**src/logic/drive_cmd_pkg.sv**
```systemverilog
// Shared constants for the drive command word decoder.
// Assumes a 32-bit classic Wishbone slave port with byte addresses.
package drive_cmd_pkg;
    localparam int WORD_W = 16;
    localparam int TEL_W = 10;
    localparam int ADR_W = 8;
    localparam int DAT_W = 32;
    localparam int SEL_W = 4;
    // Command word bit positions
    localparam int B_ON = 0;
    localparam int B_NO_COAST = 1;
    localparam int B_NO_QUICK = 2;
    localparam int B_ENABLE_OP = 3;
    localparam int B_RAMP_KEEP = 4;
    localparam int B_RAMP_RUN = 5;
    localparam int B_SETP_EN = 6;
    localparam int B_ACK = 7;
    localparam int B_MASTER = 10;
    localparam int B_NO_INVERT = 11;
    localparam int B_POT_UP = 13;
    localparam int B_POT_DOWN = 14;
    localparam int B_CDS0 = 15;
    // State word bit positions
    localparam int S_READY_START = 0;
    localparam int S_READY = 1;
    localparam int S_OPER = 2;
    localparam int S_FAULT = 3;
    localparam int S_NO_COAST = 4;
    localparam int S_NO_QUICK = 5;
    localparam int S_LOCKOUT = 6;
    localparam int S_MASTER_REQ = 9;
    localparam int S_CDS = 15;
    // Register byte addresses
    localparam logic [ADR_W-1:0] ADDR_CMD = 8'h00;
    localparam logic [ADR_W-1:0] ADDR_SETP = 8'h04;
    localparam logic [ADR_W-1:0] ADDR_TEL = 8'h08;
    localparam logic [ADR_W-1:0] ADDR_STATE = 8'h0C;
    localparam logic [ADR_W-1:0] ADDR_SPEED = 8'h10;
    // Telegram numbers
    localparam logic [TEL_W-1:0] TEL_NAMUR = 10'h014;
    localparam logic [TEL_W-1:0] TEL_FREE = 10'h3E7;
    localparam logic [TEL_W-1:0] TEL_RESET = 10'h001;
    localparam logic [WORD_W-1:0] WORD_ZERO = 16'h0000;
    localparam logic [WORD_W-1:0] POT_MAX = 16'h7FFF;
    localparam logic [WORD_W-1:0] POT_MIN = 16'h8001;
    typedef enum logic [2:0] {
        ST_LOCKOUT = 3'b000,
        ST_READY_START = 3'b001,
        ST_READY = 3'b010,
        ST_RUN = 3'b011,
        ST_RAMP_STOP = 3'b100,
        ST_QUICK_STOP = 3'b101,
        ST_FAULT = 3'b110
    } drive_state_t;
endpackage

```
**src/logic/pot_if.sv**
```systemverilog
// Link between the decoder and the setpoint potentiometer.
// Both ends run on the same clock.
`timescale 1ns/100ps
interface pot_if;
    import drive_cmd_pkg::*;
    logic up;
    logic down;
    logic signed [WORD_W-1:0] value;
    modport ctrl(output up, output down, input value);
    modport pot(input up, input down, output value);
endinterface

```
**src/logic/setpoint_potentiometer.sv**
```systemverilog
// Up/down setpoint store stepped at a prescaled rate.
// Assumes up and down come from logic on the same clock.
`timescale 1ns/100ps
module setpoint_potentiometer
    import drive_cmd_pkg::*;
#(
    parameter int PRESCALE = 16
) (
    input wire logic clk_i,
    input wire logic rst_i,
    pot_if.pot pot
);
    logic [15:0] div_r;
    logic signed [WORD_W-1:0] value_r;
    wire tick = (div_r == 16'(PRESCALE - 1));
    wire go_up = pot.up & ~pot.down & (value_r != $signed(POT_MAX));
    wire go_down = pot.down & ~pot.up & (value_r != $signed(POT_MIN));

    assign pot.value = value_r;

    always_ff @(posedge clk_i) begin
        if (rst_i | tick) begin
            div_r <= 16'h0000;
        end else begin
            div_r <= div_r + 16'h0001;
        end
    end

    // Both bits high cancel each other rather than favouring one
    always_ff @(posedge clk_i) begin
        if (rst_i) begin
            value_r <= $signed(WORD_ZERO);
        end else if (tick & go_up) begin
            value_r <= value_r + 16'sh0001;
        end else if (tick & go_down) begin
            value_r <= value_r - 16'sh0001;
        end
    end
endmodule

```
**src/logic/drive_control_word_decoder.sv**
```systemverilog
// Drive command word decoder with switch-on sequencing and ramp generator.
// Assumes a classic Wishbone master; fault_i comes from logic on clk_i.
//
// Decided for this implementation: the Wishbone slave port and the register offsets.
`timescale 1ns/100ps
// Contract
// - Bit 0 low ramps down normally and switches off at standstill.
// - Bit 0 rising enters ready; with bit 3 high the motor runs.
// - Bit 1 low switches off at once, motor coasts.
// - Bit 2 low brakes to standstill with the quick-stop ramp.
// - Bit 3 low cancels pulses at once; the code ignores it during quick stop and keeps pulses until standstill.
// - Bit 4 low forces ramp generator output to zero.
// - Bit 5 low freezes ramp generator output.
// - Bit 6 low ramps down; high ramps up to setpoint.
// - Bit 7 rising acknowledges faults; with bit 0 high enter closing lockout.
// - Bit 10 low makes the device ignore cyclic process data.
// - Outside telegram 20, bit 11 low inverts the setpoint.
// - Outside telegram 20, bit 13 high raises the potentiometer value.
// - Outside telegram 20, bit 14 high lowers the potentiometer value.
// - Switching into telegram 20 keeps earlier meaning of bits 11, 13, 14.
// - All telegrams except 999 move process data word by word.
// - Closing lockout holds until bit 0 goes low then high again.
module drive_control_word_decoder
    import drive_cmd_pkg::*;
#(
    parameter logic [WORD_W-1:0] UP_STEP = 16'h0001,
    parameter logic [WORD_W-1:0] DOWN_STEP = 16'h0001,
    parameter logic [WORD_W-1:0] QUICK_STEP = 16'h0004,
    parameter int POT_PRESCALE = 16
) (
    input wire logic clk_i,
    input wire logic rst_i,
    input wire logic wb_cyc_i,
    input wire logic wb_stb_i,
    input wire logic wb_we_i,
    input wire logic [ADR_W-1:0] wb_adr_i,
    input wire logic [SEL_W-1:0] wb_sel_i,
    input wire logic [DAT_W-1:0] wb_dat_i,
    output logic [DAT_W-1:0] wb_dat_o,
    output logic wb_ack_o,
    input wire logic fault_i,
    output logic pulse_enable_o,
    output logic coast_stop_o,
    output logic quick_stop_o,
    output logic ramp_stop_o,
    output logic fault_ack_o,
    output logic cds_select_o,
    output logic signed [WORD_W-1:0] speed_ref_o
);
    // Byte-lane merge for the 16-bit registers
    function automatic logic [WORD_W-1:0] merge16(
        input logic [WORD_W-1:0] old_v,
        input logic [DAT_W-1:0] new_v,
        input logic [SEL_W-1:0] sel
    );
        logic [WORD_W-1:0] m;
        m = old_v;
        if (sel[0]) begin
            m[7:0] = new_v[7:0];
        end
        if (sel[1]) begin
            m[15:8] = new_v[15:8];
        end
        return m;
    endfunction

    // One ramp step toward the target, landing exactly on it
    function automatic logic signed [WORD_W-1:0] step_toward(
        input logic signed [WORD_W-1:0] cur,
        input logic signed [WORD_W-1:0] tgt,
        input logic [WORD_W-1:0] step
    );
        logic signed [WORD_W:0] d;
        logic signed [WORD_W:0] s;
        d = 17'(tgt) - 17'(cur);
        s = $signed({1'b0, step});
        if (d > s) begin
            return 16'(17'(cur) + s);
        end else if (d < -s) begin
            return 16'(17'(cur) - s);
        end
        return tgt;
    endfunction

    logic ack_r;
    logic [DAT_W-1:0] dat_r;
    logic [WORD_W-1:0] cmd_r;
    logic [WORD_W-1:0] prev_r;
    logic master_r;
    logic [TEL_W-1:0] tel_r;
    logic map_kept_r;
    logic signed [WORD_W-1:0] setp_r;
    logic signed [WORD_W-1:0] ramp_r;
    logic signed [WORD_W-1:0] ramp_nxt;
    logic fault_ack_r;
    drive_state_t state_r;
    drive_state_t state_nxt;

    pot_if pot_link();

    setpoint_potentiometer #(
        .PRESCALE(POT_PRESCALE)
    ) u_pot (
        .clk_i(clk_i),
        .rst_i(rst_i),
        .pot(pot_link.pot)
    );

    // Bus decode; a write lands on the edge where ack is seen high
    wire req = wb_cyc_i & wb_stb_i;
    wire wr_en = req & wb_we_i & ack_r;
    wire wr_cmd = wr_en & (wb_adr_i == ADDR_CMD);
    wire wr_setp = wr_en & (wb_adr_i == ADDR_SETP);
    wire wr_tel = wr_en & (wb_adr_i == ADDR_TEL);
    wire [WORD_W-1:0] cmd_merged = merge16(cmd_r, wb_dat_i, wb_sel_i);
    wire [WORD_W-1:0] setp_merged = merge16(setp_r, wb_dat_i, wb_sel_i);
    wire tel_wr_full = wb_sel_i[0] & wb_sel_i[1];

    // Command word fields
    wire on_cmd = cmd_r[B_ON];
    wire no_coast = cmd_r[B_NO_COAST];
    wire no_quick = cmd_r[B_NO_QUICK];
    wire enable_op = cmd_r[B_ENABLE_OP];
    wire on_rise = cmd_r[B_ON] & ~prev_r[B_ON];
    wire ack_rise = cmd_r[B_ACK] & ~prev_r[B_ACK];
    wire is_namur = (tel_r == TEL_NAMUR);
    wire is_free = (tel_r == TEL_FREE);
    wire invert = map_kept_r & ~cmd_r[B_NO_INVERT];
    wire signed [WORD_W-1:0] setp_eff = invert ? -setp_r : setp_r;

    // State decode
    wire st_run = (state_r == ST_RUN);
    wire pulses = st_run | (state_r == ST_RAMP_STOP) | (state_r == ST_QUICK_STOP);
    wire at_rest = (ramp_r == $signed(WORD_ZERO));
    wire ramp_clear = ~pulses | (st_run & ~cmd_r[B_RAMP_KEEP]);
    wire ramp_freeze = st_run & ~cmd_r[B_RAMP_RUN];
    wire track = st_run & cmd_r[B_SETP_EN];
    wire signed [WORD_W-1:0] ramp_tgt = track ? setp_eff : $signed(WORD_ZERO);
    wire toward_zero = (ramp_tgt == $signed(WORD_ZERO)) | (ramp_r[WORD_W-1] != ramp_tgt[WORD_W-1]);
    wire [WORD_W-1:0] ramp_step = (state_r == ST_QUICK_STOP) ? QUICK_STEP :
        (toward_zero ? DOWN_STEP : UP_STEP);

    wire [WORD_W-1:0] state_word = {
        is_namur & cmd_r[B_CDS0],
        5'h00,
        master_r,
        2'h0,
        state_r == ST_LOCKOUT,
        no_quick,
        no_coast,
        state_r == ST_FAULT,
        pulses,
        st_run | (state_r == ST_READY),
        state_r != ST_FAULT
    };

    // Read mux; unmapped addresses read zero
    wire [DAT_W-1:0] rd_mux =
        (wb_adr_i == ADDR_CMD) ? {16'h0000, cmd_r} :
        (wb_adr_i == ADDR_SETP) ? {16'h0000, setp_r} :
        (wb_adr_i == ADDR_TEL) ? {22'h00_0000, tel_r} :
        (wb_adr_i == ADDR_STATE) ? {16'h0000, state_word} :
        (wb_adr_i == ADDR_SPEED) ? {pot_link.value, ramp_r} : 32'h0000_0000;

    assign wb_ack_o = ack_r;
    assign wb_dat_o = dat_r;
    assign pulse_enable_o = pulses;
    assign coast_stop_o = ~no_coast;
    assign quick_stop_o = state_r == ST_QUICK_STOP;
    assign ramp_stop_o = state_r == ST_RAMP_STOP;
    assign fault_ack_o = fault_ack_r;
    assign cds_select_o = is_namur & cmd_r[B_CDS0];
    assign speed_ref_o = ramp_r;
    assign pot_link.up = map_kept_r & cmd_r[B_POT_UP];
    assign pot_link.down = map_kept_r & cmd_r[B_POT_DOWN];

    // Sequencing; fault first, then the fault state with its acknowledge, then coast stop over all other commands
    always_comb begin
        state_nxt = state_r;
        if (fault_i) begin
            state_nxt = ST_FAULT;
        end else if (state_r == ST_FAULT) begin
            if (ack_rise) begin
                state_nxt = on_cmd ? ST_LOCKOUT : ST_READY_START;
            end
        end else if (~no_coast) begin
            state_nxt = ST_LOCKOUT;
        end else begin
            unique case (state_r)
                ST_LOCKOUT: begin
                    if (~on_cmd & no_quick) begin
                        state_nxt = ST_READY_START;
                    end
                end
                ST_READY_START: begin
                    if (on_rise & no_quick) begin
                        state_nxt = enable_op ? ST_RUN : ST_READY;
                    end
                end
                ST_READY: begin
                    if (~no_quick) begin
                        state_nxt = ST_LOCKOUT;
                    end else if (~on_cmd) begin
                        state_nxt = ST_READY_START;
                    end else if (enable_op) begin
                        state_nxt = ST_RUN;
                    end
                end
                ST_RUN: begin
                    if (~no_quick) begin
                        state_nxt = ST_QUICK_STOP;
                    end else if (~on_cmd) begin
                        state_nxt = ST_RAMP_STOP;
                    end else if (~enable_op) begin
                        state_nxt = ST_READY;
                    end
                end
                ST_RAMP_STOP: begin
                    if (~no_quick) begin
                        state_nxt = ST_QUICK_STOP;
                    end else if (~enable_op | at_rest) begin
                        state_nxt = ST_READY_START;
                    end
                end
                ST_QUICK_STOP: begin
                    if (at_rest) begin
                        state_nxt = ST_LOCKOUT;
                    end
                end
                default: begin
                    state_nxt = ST_LOCKOUT;
                end
            endcase
        end
    end

    // Ramp generator
    always_comb begin
        if (ramp_clear) begin
            ramp_nxt = $signed(WORD_ZERO);
        end else if (ramp_freeze) begin
            ramp_nxt = ramp_r;
        end else begin
            ramp_nxt = step_toward(ramp_r, ramp_tgt, ramp_step);
        end
    end

    always_ff @(posedge clk_i) begin
        if (rst_i) begin
            ack_r <= 1'b0;
            dat_r <= 32'h0000_0000;
        end else begin
            ack_r <= req & ~ack_r;
            dat_r <= (req & ~ack_r & ~wb_we_i) ? rd_mux : 32'h0000_0000;
        end
    end

    // Process data is only taken while the master bit of the new word is set
    always_ff @(posedge clk_i) begin
        if (rst_i) begin
            cmd_r <= WORD_ZERO;
            master_r <= 1'b0;
        end else if (wr_cmd) begin
            master_r <= cmd_merged[B_MASTER];
            if (cmd_merged[B_MASTER]) begin
                cmd_r <= cmd_merged;
            end
        end
    end

    // Free interconnection has no word routing, so the setpoint word is held
    always_ff @(posedge clk_i) begin
        if (rst_i) begin
            setp_r <= $signed(WORD_ZERO);
        end else if (wr_setp & master_r & ~is_free) begin
            setp_r <= $signed(setp_merged);
        end
    end

    // Bits 11, 13, 14 lose meaning only if telegram 20 has always been in use
    always_ff @(posedge clk_i) begin
        if (rst_i) begin
            tel_r <= TEL_RESET;
            map_kept_r <= (TEL_RESET != TEL_NAMUR);
        end else if (wr_tel & tel_wr_full) begin
            tel_r <= wb_dat_i[TEL_W-1:0];
            if (wb_dat_i[TEL_W-1:0] != TEL_NAMUR) begin
                map_kept_r <= 1'b1;
            end
        end
    end

    always_ff @(posedge clk_i) begin
        if (rst_i) begin
            state_r <= ST_LOCKOUT;
            ramp_r <= $signed(WORD_ZERO);
            prev_r <= WORD_ZERO;
            fault_ack_r <= 1'b0;
        end else begin
            state_r <= state_nxt;
            ramp_r <= ramp_nxt;
            prev_r <= cmd_r;
            fault_ack_r <= ack_rise;
        end
    end
endmodule

```
**config.mk**
```make
export PLATFORM = sky130hd
export DESIGN_NAME = drive_control_word_decoder
export DESIGN_NICKNAME = d
export VERILOG_FILES = /design/src/logic/drive_cmd_pkg.sv /design/src/logic/pot_if.sv /design/src/logic/setpoint_potentiometer.sv /design/src/logic/drive_control_word_decoder.sv
export SDC_FILE = /design/constraint.sdc
export NUM_CORES = 1
export LEC_CHECK = 0
export BUFFER_PORTS_ARGS = -buffer_cell sky130_fd_sc_hd__buf_2
export CAP_MARGIN = 20
export CELL_PAD_IN_SITES_DETAIL_PLACEMENT = 1
export CELL_PAD_IN_SITES_GLOBAL_PLACEMENT = 2
export CORE_MARGIN = 1.5
export CORE_UTILIZATION = 32
export DETAILED_ROUTE_END_ITERATION = 10
export MAX_ROUTING_LAYER = met4
export PLACE_DENSITY_LB_ADDON = 0.1
export SETUP_SLACK_MARGIN = 0.05
export SYNTH_ARGS = -nofsm -noshare
export SYNTH_HDL_FRONTEND = slang
export SYNTH_SLANG_ARGS = --single-unit
```
**constraint.sdc**
```tcl
create_clock -name clk_i -period 6.1 [get_ports clk_i]
set_input_delay 0.305 -clock clk_i [delete_from_list [all_inputs] [get_ports clk_i]]
set_output_delay 0.305 -clock clk_i [all_outputs]
set_load 0.03 [all_outputs]
```
---- Yosys cells after proc, flatten, opt, wreduce, memory -nomap -nowiden ----
Cells that the tools add are included.
W data, S select, Z words.
operators by class
  $add $sub $neg .......................... 8
  multipliers ............................. 0
  divide/modulo/power cells ............... 0
  $lt $le $gt $ge ......................... 2
  equality and inequality tests ........... 30
  shifts and indexed selects .............. 0
  multiplexer cells ....................... 36
  bitwise logic cells ..................... 47
  reduce and logical (&&, ||, !) cells .... 15
operators with widths
  kind                     number
  $mux W16                 12
  $mux W3                  17
  $ne A16 B16 Y1 const B   2
  $and A1 B1 Y1            26
  $pmux W3 S6              1
  $gt A17 B4 Y1            1
  $lt A17 B17 Y1           1
  $neg A3 Y17              1
  $sub A16 B16 Y17         1
  $add A16 B1 Y16 const B  1
  $add A16 B2 Y16 const B  1
  $add A16 B4 Y16          1
  $eq A16 B4 Y1 const B    1
  $eq A8 B4 Y1 const B     2
  $logic_not A16 Y1        1
  $neg A16 Y16             1
  $sub A16 B2 Y16 const B  1
  $sub A16 B4 Y16          1
  $not A1 Y1               15
  $reduce_and A7 Y1        2
  $eq A10 B10 Y1 const B   1
  $eq A10 B5 Y1 const B    1
  $ne A5 B3 Y1 const B     2
  $eq A3 B3 Y1 const B     3
  25 further kinds         42
storage, ports and cells
  register bits after elaboration ......... 136
  bits in latches ......................... 0
  bits in writable memories ............... 0
  ROM bits ................................ 0
  bits of input ports ..................... 50
  output and inout bits ................... 55
  word-level logic and storage cells ...... 155
  memories ................................ 0

---- Depth between registers and ports, before layout ----
  depth after elaboration ................. 10
  gate-level depth with buffers ........... 29

---- Modules after synthesis ----
A second synthesis with hierarchy kept.
unflattened totals
  cells, all modules ...................... 989
  area total of the unflattened synthesis .. 8200.4 um^2
modules (own cells, without submodules)
  module                      instances  cells each  area each (um^2)  seq. area each (um^2)
  drive_control_word_decoder  1          750         6128.4            1961.9
  setpoint_potentiometer      1          239         2072.0            640.6

---- Least setup slack after synthesis ----
Ideal clock, no wire load.
  kind .................................... register -> register
  start point ............................. reg setp_r[2]
  end point ............................... reg ramp_r[13], in the netlist speed_ref_o[13]
  setup time .............................. 0.086 ns
  data arrival time ....................... 6.318 ns
  data required time ...................... 6.014 ns
  path slack .............................. -0.303 ns
  stages on the path, launching flop included .. 28
  period minus slack after synthesis ...... 6.403 ns
  path through ............................ dfxtp_1 clkbuf_1 nor4_1 nand2_1 nor4b_1 a21oi_1 xnor2_1 nor2_1 ha_1 a21oi_1 o21ai_2 or4b_1 a211o_1 a211oi_1 nand4_1 nor2b_1 inv_1 ha_1 o21a_1 o31a_1 o21ai_0 a211oi_1 or2_2 o21a_1 or4b_2 o311ai_0 mux2i_1 a211oi_1
between the ends
  cells in the longest elaborated chain, start to end .. 10
RTL lines
  element                   RTL line                           source
  start: declaration        drive_control_word_decoder.sv:92   logic signed [WORD_W-1:0] setp_r;
  start signal: assignment  drive_control_word_decoder.sv:274  setp_r <= $signed(WORD_ZERO);
  start signal: assignment  drive_control_word_decoder.sv:276  setp_r <= $signed(setp_merged);
  $neg A16 Y16              drive_control_word_decoder.sv:129  wire signed [WORD_W-1:0] setp_eff = invert ? -setp_r : setp_r;
  $mux W16 (*)              drive_control_word_decoder.sv:129
  $mux W16 (*)              drive_control_word_decoder.sv:138  wire signed [WORD_W-1:0] ramp_tgt = track ? setp_eff : $signed(WORD_ZERO);
  $sub A16 B16 Y17          drive_control_word_decoder.sv:75   d = 17'(tgt) - 17'(cur);
  $lt A17 B17 Y1            drive_control_word_decoder.sv:79   end else if (d < -s) begin
  $mux W1                   drive_control_word_decoder.sv:79
  $mux W1                   drive_control_word_decoder.sv:77   if (d > s) begin
  $mux W1                   drive_control_word_decoder.sv:241  end else if (ramp_freeze) begin
  $mux W1                   drive_control_word_decoder.sv:239  if (ramp_clear) begin
  $mux W16 (*)              drive_control_word_decoder.sv:82   return tgt;
  end signal: assignment    drive_control_word_decoder.sv:296  ramp_r <= $signed(WORD_ZERO);
  end signal: assignment    drive_control_word_decoder.sv:301  ramp_r <= ramp_nxt;
  end: declaration          drive_control_word_decoder.sv:93   logic signed [WORD_W-1:0] ramp_r;
Every way passes the cells marked *; elsewhere a longest branch is shown, timed or not. The select of a mux whose other input is x is not followed.
A chain may end at the register's enable or synchronous reset.

---- Final worst setup path ----
  start point ............................. reg setp_r[5]
  end point ............................... reg ramp_r[13], in the netlist speed_ref_o[13]
The elaborated chain is that of the path after synthesis.

==> metrics list <==
- The final number of hold-violating endpoints came to 0.
* Global Route Usage Sum: 21.4%
- Power spread over the standard cell area amounts to 413 nW/um^2.
* Depth of the worst register-to-register path: 27
- Among cell families on the critical path, the largest total delay comes from simple AND/OR/NAND/NOR gates.
* Number of synthesized flops with an enable pin: 0
- The total area inside the core boundary comes to 25,000 um^2.
* Starting density of the core: 32.5%
- Counting buffers and inverters, the worst setup path is 27 cells deep.
- TritonCTS clock tree: done
* Number of filler instances in the final layout: 3,037
* Port Buffers: 86
* Total of endpoints with negative setup slack in the final report: 0
- Once detailed placement completed, the half-perimeter wirelength came to 20,500 um.
- Prevailing post-synth register cell: sky130_fd_sc_hd__dfxtp_1
- Via count of the first global-routing pass: 7,904
- Async set or reset register ratio after synthesis: 0%
- Cell internal power was estimated by the tool at 0.00259 W.
- Most used standard cell by instance count after synthesis: sky130_fd_sc_hd__nor2_1
* Fraction of post-synthesis cell area in the top cell type by area: 32.0%
* Number of max-cap violations: 0
* Iter 0 DRT Violations: 344
- Relative max-transition margin: 30.5%
- Post-synthesis instance area: 8140 um^2
- Critical Path AT: 6.19 ns
* WS Path Type: reg -> reg
* DR pass1 iterations: 5
* Mean instance size in the synthesized netlist: 8.26 um^2
- After detailed placement, the total cell area comes to 9410 um^2.
- Slack of the worst reg-to-reg path: 0.25 ns
- The die is 162 um tall.
- In this run the worst hold path is classified as in -> reg.
* Final standard cell utilization of the core: 41.4%
- Per report_power, the combinational group accounts for 54.0% of the total.
- Element type at the critical path start: flip-flop
- The flow ran to the end, and the final reports show no timing, DRC or antenna violations.
* Sum of internal, switching and leakage power: 0.00428 W
- Along the worst hold path, the cell count comes to 2.
- The share of total power dissipated in sequential elements is 21.5%.
- After synthesis the netlist holds a flip-flop and latch count of 130.
- The tree is rooted in a sky130_fd_sc_hd__clkbuf_16.
- The routed design has 27,000 um of wire.
- Worst R2R Start: setp_r[5]
- Slowest cell on the critical path: sky130_fd_sc_hd__or4b_4
* Slew at the pin with the worst max-slew slack: 1.04 ns
- At the later pin of the worst-skew pair, clock insertion delay measures 0.42 ns.
* Largest net degree at the start of global routing: 69
- Beginning of the critical path: setp_r[5]
* Level count of the clock H-tree: 4
- Counting every instance in the synthesized netlist gives 986.
* Number of antenna violations at the first check in global routing: 1
- Max-slew violation count: 0
- The tightest hold path in the finished design has a slack of 0.0868 ns.
- In this run the critical register-to-register path is captured at speed_ref_o[13].
* Die ar.: 26,400 um^2
- Final period utilization: 96.0%
- I/O pin count: 105
- At the worst endpoint, the required time is 6.44 ns.
* Leading post-synthesis cells by cell area: sky130_fd_sc_hd__dfxtp_1 (32%), sky130_fd_sc_hd__nor2_1 (8.1%), sky130_fd_sc_hd__mux2i_1 (8.0%)
* Shortest period the worst path allows: 5.85 ns
* Maximum fanout along the worst path: 4
- Share of total power consumed by net switching: 39.6%
- Register area share after synthesis: 32.0%
* Largest stage delay on the critical path: 0.54 ns
* Total placed cells including tap cells: 1,441
* Setup repair after global routing missed its margin: true
- Skew final: 0.00957 ns
- After clock tree synthesis, the clock-pin slew on the worst setup and hold paths is 0.07 ns.
- In this run, distinct cell masters in the synthesized netlist total 78.
- Top cell type by total area after synthesis: sky130_fd_sc_hd__dfxtp_1
- Die extent in x: 162 um
- Global-route wire length before repair: 42,900 um
* Post-CTS Hold Buffers: 0
- Counting along the longest clock path gives a buffer depth of 2.
* TritonCTS buffer count: 17
- Capturing element type of the critical path: flip-flop
* Cell row count: 58
- Layout cell share with drive strength beyond 1: 25.0%
- Compared with the post-synthesis result, the final layout area differs by 27.3%.
* Via total after detailed routing: 7,672
* Top achievable clock speed: 0.171 GHz
- Most frequent cells after synthesis: sky130_fd_sc_hd__nor2_1 (176), sky130_fd_sc_hd__dfxtp_1 (130), sky130_fd_sc_hd__mux2i_1 (65), sky130_fd_sc_hd__a21oi_1 (54), sky130_fd_sc_hd__ha_1 (50)
- Final #Nets: 1,246
- After detailed routing, the number of vias per cell comes to 5.16.
* ANT nets after route: 0
* Drc violations: 0
* Syn. warnings: 0
* CTS sink count: 130
- IR analysis of the VDD net gives a maximum drop of 0.179 mV.
- Power share of the clock group: 24.5%
- Together, buffers and inverters on the worst path number 1.
* Routability Congestion: 0.833
- The finished cells cover 10,400 um^2.
- The number of nets handed over by synthesis was 1,089.
- Sw Pwr: 0.00170 W
- In the final routed layout, each cell accounts on average for 18.1 um.
* Static leakage power: 4.45 nW
- Finished Layout Cells: 1,487
- The most critical setup path has its endpoint at speed_ref_o[13].
* GR Overflow Total: 0
## power by group through the flow
stage	combinational (W)	sequential, W	clock [W]
floorplan	0.00138	0.000985	0
global placement	0.00209	0.000941	0
detailed placement	0.00211	0.000941	0
CTS	0.00221	0.000923	0.00108
global route	0.00256	0.000927	0.00111
finish	0.00231	0.000923	0.00105
## layer usage
layer	global-route usage, %	share of wire [%]
met1	26.0	46
met2	37.0	50
met4	6.17	1.7
met3	2.83	2.4
met5	-	0
## flip-flops by register name, summed over array words and instances (netlist names), 2 cells and up
register and count:
setp_r 16, u_pot.div_r 16, u_pot.pot.value 16, wb_dat_o 32
cmd_r 16, prev_r 2, state_r 3, speed_ref_o 16
tel_r 10
## per-stage QoR
stage	worst slack (ns)	setup TNS (ns)
after floorplan	0.139	0
after CTS	0.0392	0
after global placement	-0.193	-0.220
after global routing	-0.0545	-0.0545
after detailed placement	-0.304	-0.488
final	0.246	0
## worst min path at each step
stage | startpoint | endpoint | slack, ns
after global placement | prev_r[7] | fault_ack_o | 0.41
after CTS | fault_i | state_r[0] | 0.06
after detailed placement | prev_r[7] | fault_ack_o | 0.42
final | fault_i | state_r[0] | 0.09
after floorplan | fault_i | state_r[0] | 0.38
after global routing | fault_i | state_r[0] | 0.08
## layout by cell type, fill, tap and decap left out, drive strengths merged, types with 4 or more instances in the layout
| master | count |
|---|---|
| ha | 50 |
| a21o | 11 |
| o22ai | 4 |
| and4 | 4 |
| nand3 | 25 |
| nor2b | 10 |
| o21ai | 33 |
| nand4 | 16 |
| nand2 | 46 |
| a21boi | 4 |
| nor2 | 176 |
| dfxtp | 130 |
| o21a | 6 |
| xnor2 | 38 |
| a211oi | 23 |
| a22oi | 5 |
| nor4 | 20 |
| mux2i | 66 |
| nor3 | 20 |
| clkbuf | 17 |
| xor2 | 24 |
| or2 | 7 |
| a21oi | 57 |
| buf | 182 |
| inv | 55 |
| o31ai | 4 |
| nand2b | 7 |
| a222oi | 10 |
| a211o | 6 |
| and2 | 22 |
| and3 | 11 |
| a31oi | 5 |
## cell families (layout without fill, tap and decap cells)
logic type	count (synthesis)	count (layout)	share of synthesized area (%)
simple gates	381	381	22.5
compound gates	199	199	17.0
flops	130	130	32.0
buf+inv	92	262	4.76
mux	69	69	8.68
xor+xnor	62	62	6.67
fa+ha+maj	53	53	8.42
other cells	0	1	0
## repair_timing
item | 4_1_cts | 5_1_grt
pin swaps | 21 | 36
gates resized for setup | 21 | 38
setup buffers | 8 | 6
endpoints found under the setup margin | 4 | 7
## cell type report
type / instances / area, um^2 / area share [%]
flip-flops and latches: 130 / 2610 / 25.1
multi-input cells: 764 / 5420 / 52.3
clock buffers: 17 / 425 / 4.10
well taps: 330 / 413 / 3.98
clock inverters: 15 / 173 / 1.67
diodes: 1 / 2.50 / 0.0241
repair buffers: 182 / 1150 / 11.1
inverters: 48 / 180 / 1.74
No activity file was read; power rests on OpenSTA's default activity.
